`config.mk`:
```
export PLATFORM = sky130hd
export DESIGN_NAME = general_timer_unit
export DESIGN_NICKNAME = d
export VERILOG_FILES = /design/src/pkg/timer_pkg.sv /design/src/logic/general_timer_unit.sv
export VERILOG_INCLUDE_DIRS = /design/src /design/src/pkg
export SDC_FILE = /design/constraint.sdc
export NUM_CORES = 1
export LEC_CHECK = 0
export BUFFER_PORTS_ARGS = -buffer_cell sky130_fd_sc_hd__buf_2
export CAP_MARGIN = 20
export CORE_MARGIN = 10
export CORE_UTILIZATION = 27
export CTS_BUF_LIST = sky130_fd_sc_hd__clkbuf_4 sky130_fd_sc_hd__clkbuf_8
export DETAILED_ROUTE_END_ITERATION = 10
export HOLD_SLACK_MARGIN = 0.05
export PLACE_DENSITY = 0.48
export SYNTH_ARGS = -nofsm -noshare
export SYNTH_HDL_FRONTEND = slang
export SYNTH_SLANG_ARGS = --single-unit
```
`constraint.sdc`:
```
create_clock -name pclk -period 5.17 [get_ports pclk]
set_input_delay 1.034 -clock pclk [delete_from_list [all_inputs] [get_ports pclk]]
set_output_delay 1.034 -clock pclk [all_outputs]
set_load 0.02 [all_outputs]
```
`src/pkg/timer_params.svh`:
```
// Register offsets, field positions, reset values, codes and the prescaler width of the general timer unit.
`ifndef TIMER_PARAMS_SVH
`define TIMER_PARAMS_SVH
// ********************************************************************
// Register byte offsets
// ********************************************************************
`define OFS_STATUS_CONTROL 12'h000
`define OFS_COUNTER_HIGH   12'h004
`define OFS_COUNTER_LOW    12'h008
`define OFS_MODULO_HIGH    12'h00C
`define OFS_MODULO_LOW     12'h010
// ********************************************************************
// Status and control field positions
// ********************************************************************
`define BIT_OVF_FLAG       7
`define BIT_OVF_IRQ_EN     6
`define BIT_HALT           5
`define BIT_CLEAR          4
`define PS_MSB             2
`define PS_LSB             0
// ********************************************************************
// Reset values and codes
// ********************************************************************
`define RST_MODULO         16'hFFFF
`define RST_PRESCALE       3'h0
`define PS_EXT_CLOCK       3'h7
`define PRESCALE_W         6
`endif

```
`src/pkg/timer_pkg.sv`:
```
// Types shared by the general timer unit.
package timer_pkg;
    // Low-power and debug conditions of the processor, grouped.
    typedef struct packed {
        logic wait_mode;
        logic stop_mode;
        logic break_state;
        logic break_clear_enable;
    } cpu_state_t;
    // State of the two-step overflow clear.
    typedef enum logic [0:0] {
        CLR_IDLE  = 1'b0,
        CLR_ARMED = 1'b1
    } clr_state_t;
endpackage : timer_pkg

```
`src/logic/general_timer_unit.sv`:
```
// General timer unit: prescaler, modulo up-counter, overflow flag, APB registers.
// Usage notes
// Every register answers in the cycle after its setup cycle; the slave never inserts wait states.
// While the processor waits, every access is refused with an error answer and read data of zero.
// Software cannot touch the timer then, so the halt bit must stay clear for the timer to wake it.
// Reads and writes of unmapped offsets have no effect and return zero with an error answer.
// The modulo pair is written high byte first; the new word takes effect with the low-byte write.
// Between the two writes no overflow is flagged, so a half-written pair cannot raise a request.
// Clear the counter before a new modulo: a count above the new value runs to the top first.
// A high-byte read of the counter freezes the low byte until the low byte itself is read.
// The freeze also holds across break; a debugger should read the low byte before it resumes.
// The clear bit drops that freeze as well, so both counter bytes read zero after a clear that also sets the halt bit.
// The pin clock passes two flops and counts on rising edges only, three bus clocks late.
// Each pin phase must outlast one bus clock to be seen by the synchroniser.
// Status flags are guarded during break unless the processor's clear enable is set.
// A clear sequence armed before break still completes with the zero write after break.
// An overflow in the cycle of a clearing write wins, so a request is never lost.
// Stop and break freeze the prescaler with the counter, so the divide phase is kept.
//
// Our own choices: the APB interface to the registers and the placing of the registers.
`timescale 1ns/10ps
`include "timer_params.svh"
module general_timer_unit
    import timer_pkg::*;
(
    // Clock and reset.
    input  wire logic        pclk,
    input  wire logic        presetn,
    // APB slave.
    input  wire logic        psel,
    input  wire logic        penable,
    input  wire logic        pwrite,
    input  wire logic [11:0] paddr,
    input  wire logic [31:0] pwdata,
    output logic      [31:0] prdata,
    output logic             pready,
    output logic             pslverr,
    // Processor conditions.
    input  wire cpu_state_t  cpu_state,
    // External count clock pin and its port direction bit.
    input  wire logic        ext_count_clock_pin,
    input  wire logic        port_d_direction_bit,
    output logic             ext_pin_force_input,
    // Interrupt request and wake-up.
    output logic             overflow_irq,
    output logic             wake_request
);
    // ********************************************************************
    // Registers
    // ********************************************************************
    // Only the counter, the prescaler, the overflow flag, the clear state, the read latch and the pin stages change without a bus write.
    logic [15:0]           count_r;
    logic [15:0]           modulo_r;
    logic [7:0]            modulo_high_hold_r;
    logic                  modulo_pending_r;
    logic [7:0]            low_latch_r;
    logic                  low_latched_r;
    logic [`PRESCALE_W-1:0] prescale_r;
    logic [2:0]            prescale_select;
    logic                  overflow_flag;
    logic                  overflow_irq_enable;
    logic                  counter_halt;
    clr_state_t            clr_state_r;
    logic                  ext_sync1_r;
    logic                  ext_sync2_r;
    logic                  ext_prev_r;

    // ********************************************************************
    // Bus decode
    // ********************************************************************
    logic access;
    logic wr_en;
    logic rd_en;
    logic mapped;
    logic protect;
    // Accesses are refused while the processor waits; refusal shows as an error answer.
    assign access  = psel && penable && !cpu_state.wait_mode;
    assign wr_en   = access && pwrite;
    assign rd_en   = access && !pwrite;
    // Only the five word offsets decode; every other address answers with an error.
    assign mapped  = (paddr == `OFS_STATUS_CONTROL) || (paddr == `OFS_COUNTER_HIGH) ||
                     (paddr == `OFS_COUNTER_LOW) || (paddr == `OFS_MODULO_HIGH) ||
                     (paddr == `OFS_MODULO_LOW);
    // Flags are guarded during break unless software allowed clearing.
    assign protect = cpu_state.break_state && !cpu_state.break_clear_enable;

    // ********************************************************************
    // Counter clock enable
    // ********************************************************************
    logic running;
    logic tick;
    logic ext_edge;
    logic div_tick;
    logic clr_write;
    // Stop, break and halt freeze; wait mode does not stop counting.
    // Break freezes the count so that a debugger sees a still value.
    assign running   = !cpu_state.stop_mode && !cpu_state.break_state && !counter_halt;
    assign ext_edge  = ext_sync2_r && !ext_prev_r;
    // Divider decode: code k below 7 gives one tick every two to the power k running bus clocks; code 7 takes the pin edge.
    always_comb begin
        div_tick = 1'b0;
        unique case (prescale_select)
            3'h0: div_tick = 1'b1;
            3'h1: div_tick = prescale_r[0:0] == 1'h1;
            3'h2: div_tick = prescale_r[1:0] == 2'h3;
            3'h3: div_tick = prescale_r[2:0] == 3'h7;
            3'h4: div_tick = prescale_r[3:0] == 4'hF;
            3'h5: div_tick = prescale_r[4:0] == 5'h1F;
            3'h6: div_tick = prescale_r[5:0] == 6'h3F;
            3'h7: div_tick = ext_edge;
        endcase
    end
    assign tick      = running && div_tick;
    assign clr_write = wr_en && (paddr == `OFS_STATUS_CONTROL) && pwdata[`BIT_CLEAR];

    // Pin synchroniser: only the second stage feeds the edge detector.
    // All stages reset low, the idle level of the pin, so no false edge follows reset.
    always_ff @(posedge pclk or negedge presetn) begin
        if (!presetn) begin
            ext_sync1_r <= 1'b0;
            ext_sync2_r <= 1'b0;
            ext_prev_r  <= 1'b0;
        end else begin
            ext_sync1_r <= ext_count_clock_pin;
            ext_sync2_r <= ext_sync1_r;
            ext_prev_r  <= ext_sync2_r;
        end
    end

    // Prescaler runs only while the counter may count, so halting keeps the phase.
    // A clear write restarts the divide phase together with the counter.
    always_ff @(posedge pclk or negedge presetn) begin
        if (!presetn) begin
            prescale_r <= '0;
        end else if (clr_write) begin
            prescale_r <= '0;
        end else if (running) begin
            prescale_r <= prescale_r + 1'b1;
        end
    end

    // Counter; the tick that finds the modulo value returns it to zero, the next tick counts on.
    // The clear write wins over a tick, so halt plus clear leaves the counter parked at zero.
    always_ff @(posedge pclk or negedge presetn) begin
        if (!presetn) begin
            count_r <= 16'h0000;
        end else if (clr_write) begin
            count_r <= 16'h0000;
        end else if (tick) begin
            if (count_r == modulo_r) begin
                count_r <= 16'h0000;
            end else begin
                count_r <= count_r + 16'h0001;
            end
        end
    end

    // ********************************************************************
    // Status and control register
    // ********************************************************************
    logic overflow_set;
    logic status_read;
    logic status_write;
    // Overflow is counted at the rollover unless a modulo update is half done.
    assign overflow_set = tick && (count_r == modulo_r) && !modulo_pending_r;
    assign status_read  = rd_en && (paddr == `OFS_STATUS_CONTROL);
    assign status_write = wr_en && (paddr == `OFS_STATUS_CONTROL);

    // Control bits; the halt bit comes out of reset set.
    // The clear bit is not stored; it acts only in the cycle of its write.
    always_ff @(posedge pclk or negedge presetn) begin
        if (!presetn) begin
            overflow_irq_enable <= 1'b0;
            counter_halt        <= 1'b1;
            prescale_select     <= `RST_PRESCALE;
        end else if (status_write) begin
            overflow_irq_enable <= pwdata[`BIT_OVF_IRQ_EN];
            counter_halt        <= pwdata[`BIT_HALT];
            prescale_select     <= pwdata[`PS_MSB:`PS_LSB];
        end
    end

    // Two-step clear: a read showing the flag set arms, a zero write then clears.
    // A new overflow disarms and wins, so no interrupt is lost.
    always_ff @(posedge pclk or negedge presetn) begin
        if (!presetn) begin
            overflow_flag <= 1'b0;
            clr_state_r   <= CLR_IDLE;
        end else if (overflow_set) begin
            overflow_flag <= 1'b1;
            clr_state_r   <= CLR_IDLE;
        end else begin
            unique case (clr_state_r)
                CLR_IDLE: begin
                    if (status_read && overflow_flag && !protect) begin
                        clr_state_r <= CLR_ARMED;
                    end
                end
                CLR_ARMED: begin
                    if (status_write && !pwdata[`BIT_OVF_FLAG] && !protect) begin
                        overflow_flag <= 1'b0;
                        clr_state_r   <= CLR_IDLE;
                    end
                end
            endcase
        end
    end

    // ********************************************************************
    // Modulo registers
    // ********************************************************************
    // The high byte is held aside so the pair changes as one word.
    // The pending mark lets the overflow logic ignore rollovers until the pair is whole.
    always_ff @(posedge pclk or negedge presetn) begin
        if (!presetn) begin
            modulo_r           <= `RST_MODULO;
            modulo_high_hold_r <= 8'hFF;
            modulo_pending_r   <= 1'b0;
        end else if (wr_en && (paddr == `OFS_MODULO_HIGH)) begin
            modulo_high_hold_r <= pwdata[7:0];
            modulo_pending_r   <= 1'b1;
        end else if (wr_en && (paddr == `OFS_MODULO_LOW)) begin
            modulo_r         <= {modulo_high_hold_r, pwdata[7:0]};
            modulo_pending_r <= 1'b0;
        end
    end

    // ********************************************************************
    // Counter read latch
    // ********************************************************************
    // The latch survives break on purpose; software must read the low byte or write the clear bit to release it.
    // Only the first high-byte read latches; later ones leave the buffered byte alone.
    always_ff @(posedge pclk or negedge presetn) begin
        if (!presetn) begin
            low_latch_r   <= 8'h00;
            low_latched_r <= 1'b0;
        end else if (clr_write) begin
            low_latch_r   <= 8'h00;
            low_latched_r <= 1'b0;
        end else if (rd_en && (paddr == `OFS_COUNTER_HIGH) && !low_latched_r) begin
            low_latch_r   <= count_r[7:0];
            low_latched_r <= 1'b1;
        end else if (rd_en && (paddr == `OFS_COUNTER_LOW)) begin
            low_latched_r <= 1'b0;
        end
    end

    // ********************************************************************
    // Read data and answer
    // ********************************************************************
    logic [7:0] rd_byte;
    // Read byte mux; the modulo high byte shows the held byte, so software sees what it wrote.
    always_comb begin
        rd_byte = 8'h00;
        if (paddr == `OFS_STATUS_CONTROL) begin
            // The clear bit always reads as zero.
            rd_byte = {overflow_flag, overflow_irq_enable, counter_halt, 1'b0, 1'b0, prescale_select};
        end else if (paddr == `OFS_COUNTER_HIGH) begin
            rd_byte = count_r[15:8];
        end else if (paddr == `OFS_COUNTER_LOW) begin
            rd_byte = low_latched_r ? low_latch_r : count_r[7:0];
        end else if (paddr == `OFS_MODULO_HIGH) begin
            rd_byte = modulo_high_hold_r;
        end else if (paddr == `OFS_MODULO_LOW) begin
            rd_byte = modulo_r[7:0];
        end
    end

    // Zero-wait slave: answer flops load in the setup cycle, so they stand for the access cycle only.
    always_ff @(posedge pclk or negedge presetn) begin
        if (!presetn) begin
            pready  <= 1'b0;
            pslverr <= 1'b0;
        end else begin
            pready  <= psel && !penable;
            pslverr <= psel && !penable && (!mapped || cpu_state.wait_mode);
        end
    end

    // Read data loads with the answer; refused and unmapped reads return zero, so nothing leaks in wait.
    always_ff @(posedge pclk or negedge presetn) begin
        if (!presetn) begin
            prdata <= 32'h00000000;
        end else if (psel && !penable && !pwrite && mapped && !cpu_state.wait_mode) begin
            prdata <= {24'h000000, rd_byte};
        end else begin
            prdata <= 32'h00000000;
        end
    end

    // ********************************************************************
    // Pin and interrupt outputs
    // ********************************************************************
    // Direction bit is overridden while the pin clocks the counter.
    // Outside that mode the port keeps the pin, whatever its direction bit says.
    always_ff @(posedge pclk or negedge presetn) begin
        if (!presetn) begin
            ext_pin_force_input <= 1'b0;
        end else begin
            ext_pin_force_input <= (prescale_select == `PS_EXT_CLOCK) || !port_d_direction_bit ?
                                   (prescale_select == `PS_EXT_CLOCK) : 1'b0;
        end
    end

    // Interrupt request is a level that follows the flag while enabled, one clock late.
    always_ff @(posedge pclk or negedge presetn) begin
        if (!presetn) begin
            overflow_irq <= 1'b0;
        end else begin
            overflow_irq <= overflow_flag && overflow_irq_enable;
        end
    end

    // Wake-up is the enabled request qualified by wait mode, with the same one-clock delay.
    always_ff @(posedge pclk or negedge presetn) begin
        if (!presetn) begin
            wake_request <= 1'b0;
        end else begin
            wake_request <= overflow_flag && overflow_irq_enable && cpu_state.wait_mode;
        end
    end
endmodule : general_timer_unit

```
==> impl_metrics.py <==
metrics = {
    "worst_setup_path": {
        "worst-r2r-setup-slack_ps": 2300,
        "crit_fanout": 17,
        "cp.required_ps": 5460,
        "path_cells": "buf_2 -> nor4_1 -> and3_1 -> and3_1 -> mux2_2",
        "end_kind": "flip-flop",
        "ff2ff_path_depth": 5,
        "startpoint_type": "input pin",
        "cp_num_buf_inv": 1,
        "cp_num_cells": 5,
        "critical_path.most_common_cell": "and3_1",
        "r2r-start": "count_r[6]",
        "crit_type": "input pin to flip-flop",
        "arrival_ps": 3320,
        "r2r-end": "count_r[10]",
        "crit_slowest_cell": "and3_1",
        "critPathTopFamily": "simple AND/OR/NAND/NOR gates",
        "max_stage_delay_ps": 830,
    },
    "power": {
        "cell_internal_pwr_mw": 0.885,
        "vdd_drop_max_mv": 0.194,
        "finalPower_mw": 1.24,
        "p_leak_nw": 2.14,
        "p_switching_mw": 0.359,
        "seqPwrFrac_pct": 53.6,
        "power.share.clock_pct": 35.7,
        "swShare_pct": 28.9,
        "pwr-share-comb_pct": 10.7,
        "power_per_cell_area_nw_per_um2": 258,
    },
    "final_layout": {
        "diodes": 0,
        "stdcell_count": 683,
        "syn2layout_area_growth_pct": 10.2,
        "final_layout_size_suffix_gt1_share_pct": 26.8,
        "fin_nets": 521,
    },
    "timing": {
        "period_minus_slack_ps": 3040,
        "skew_ps": 9.62,
        "hold_ws_ps": 358,
        "finalSetupViolCount": 0,
        "rsz0062_at_grt": "false",
        "fmax_mhz": 329,
        "tightest_slew_ps": 913,
        "slew_viol_final": 0,
        "period_share_pct": 58.7,
        "tns_ps": 0,
        "slew-limit-headroom_pct": 39.0,
        "setup_slack_ps": 2130,
        "hold_viol": 0,
    },
    "clock_network": {
        "cts_made_buffers": 9,
        "cts_max_level": 3,
        "clk_pin_slew_worst_paths_ps": 90,
        "clock-sinks": 79,
        "insertion_delay_ps": 360,
        "clockBufferDepth": 2,
        "cts_hold_buf": 0,
        "cts_tree": "built",
        "cts_setup_buffers": 0,
        "clockRootBuffer": "clkbuf_8",
        "cts_resized": 0,
    },
    "synth": {
        "post_synth.cell_area_avg_um2": 10.1,
        "yosysUniqueCellTypes": 60,
        "yosysMostFrequentCell": "dfrtp_1",
        "synth_area_leaders": "dfrtp_1 31%, dfstp_2 15%, mux2_2 6.4%",
        "synth_edf_count": 0,
        "ys_ff_latch": 79,
        "yosysSeqAreaShare_pct": 45.8,
        "synth_ff_type": "dfrtp_1",
        "yosys.area.top_type": "dfrtp_1",
        "yosysWarnings": 0,
        "synth-async-reset-ratio_pct": 100,
        "syn_area_um2": 4380,
        "synth_cells": 434,
        "synth_common_cells": "54 x dfrtp_1, 51 x nand2_1, 30 x buf_4, 27 x a21oi_1",
        "synth_top_area_share_pct": 30.8,
    },
    "placed_design": {
        "port_buffers": 42,
        "pre_cts_slack_ps": 1750,
        "dp_cells": 666,
        "gp_congestion": 0.809,
        "dp_hpwl_um": 8050,
    },
    "route": {
        "wirelength_um": 11300,
        "drt_iter0_drc": 198,
        "routed-via-count": 3197,
        "drt-pass1-iter-count": 4,
        "ant_nets": 0,
        "wire_per_inst_um": 16.6,
        "drc": 0,
        "via_per_inst": 4.68,
    },
    "global_routing": {
        "grt_use_total_pct": 10.4,
        "grt_start_max_net_pins": 80,
        "grt_pass1_wl_um": 18100,
        "grt_pass1_vias": 3217,
        "grt-ovfl-total": 0,
        "antenna_found_initial": 0,
    },
    "floorplan": {
        "die_x_um": 147,
        "die_h_um": 147,
        "dieArea_um2": 21700,
        "row_count": 46,
        "initial_utilization_pct": 27.6,
        "coreArea_um2": 15900,
        "num_io_pins": 92,
    },
    "min_path": {
        "holdPathStages": 0,
        "holdPathEnd": "ext_sync2_r",
        "holdCritPathClass": "flip-flop to flip-flop",
        "worstHoldStart": "ext_sync1_r",
    },
    "status": {
        "status": "finished, final reports clean",
    },
    "run": {
        "max_cap_violations": 0,
    },
}
[logic make-up after synthesis]
| logic type | after synthesis | share of synthesized area, % |
|---|---|---|
| simple gates | 151 | 18.3 |
| other cells | 1 | 0.0856 |
| compound gates | 80 | 11.9 |
| buf+inv | 59 | 8.54 |
| fa+ha+maj | 4 | 1.14 |
| mux | 42 | 10.6 |
| flops | 79 | 45.8 |
| xor+xnor | 18 | 3.60 |
[layout make-up]
class                           count  area [um2]
Fill cell                        1678       11100
Multi-Input combinational cell    319        2080
Sequential cell                    79        2010
Tap cell                          216         270
Timing Repair Buffer               44         240
Clock buffer                       10         138
Clock inverter                      6        51.3
Inverter                            9        33.8
[how the worst max path moves through the flow]
stage | startpoint | slack [ps] | endpoint
2_1_floorplan | paddr[9] | 2730 | modulo_r[10]
3_3_place_gp | paddr[9] | 1790 | modulo_r[2]
3_5_place_dp | paddr[9] | 1750 | modulo_r[6]
4_1_cts | paddr[9] | 2120 | modulo_r[3]
5_1_grt | paddr[9] | 1920 | count_r[0]
6_report | paddr[9] | 2130 | modulo_r[0]
[worst register-to-register path: cells and delay by family, from the launching register on]
| kind | cells | cell delay, ps |
|---|---|---|
| AO/OA/AOI/OAI | 1 | 180 |
| XOR/XNOR | 1 | 240 |
| flip-flops | 1 | 550 |
| AND/OR/NAND/NOR | 3 | 1750 |
[state kept, by name, indices dropped and copies added, names as in the netlist, 3 cells and up]
register	cells
modulo_high_hold_r	8
prescale_r	6
count_r	16
modulo_r	16
low_latch_r	8
prescale_select	3
prdata	8
[power groups by stage]
| stage | Combinational, mW | Sequential (mW) | Clock, mW |
|---|---|---|---|
| CTS | 0.133 | 0.667 | 0.459 |
| finish | 0.133 | 0.667 | 0.444 |
| detailed placement | 0.132 | 0.678 | 0 |
| global route | 0.153 | 0.672 | 0.485 |
| global placement | 0.128 | 0.678 | 0 |
| floorplan | 0.102 | 0.673 | 0 |
[metrics by stage]
step                      instance area [um2]  util (%)
after floorplan                          4470         -
after global placement                   4620      29.1
after detailed placement                 4620      29.1
after CTS                                4810      30.3
after global routing                     4830      30.4
final                                    4830      30.4
[layout by cell type (no fill, tap or decap), drive strengths merged, types with 3 or more instances in the layout]
| master | instances |
|---|---|
| o21ai | 17 |
| clkbuf | 10 |
| and4b | 3 |
| nor2 | 24 |
| or3 | 8 |
| o22ai | 8 |
| a21oi | 29 |
| nor3 | 9 |
| nand4 | 5 |
| nand3 | 12 |
| nor4 | 7 |
| xor2 | 17 |
| mux2 | 34 |
| dfrtp | 54 |
| dfstp | 25 |
| conb | 24 |
| ha | 4 |
| nand2 | 51 |
| a22oi | 5 |
| and3 | 8 |
| o32ai | 5 |
| nand2b | 7 |
| mux2i | 8 |
| and2 | 4 |
| nor2b | 3 |
| o211ai | 5 |
| inv | 12 |
| buf | 44 |
[layer usage]
layer	wire length, um	vias to the layer above	part of all wire [%]	global-route usage (%)
met2	5230	86	46	15.8
met1	5310	1561	47	14.1
met5	0	-	0	0
met4	185	0	1.6	3.22
met3	588	10	5.2	2.47
li1	-	1540	-	-
Power figures use the tool's default switching activity.
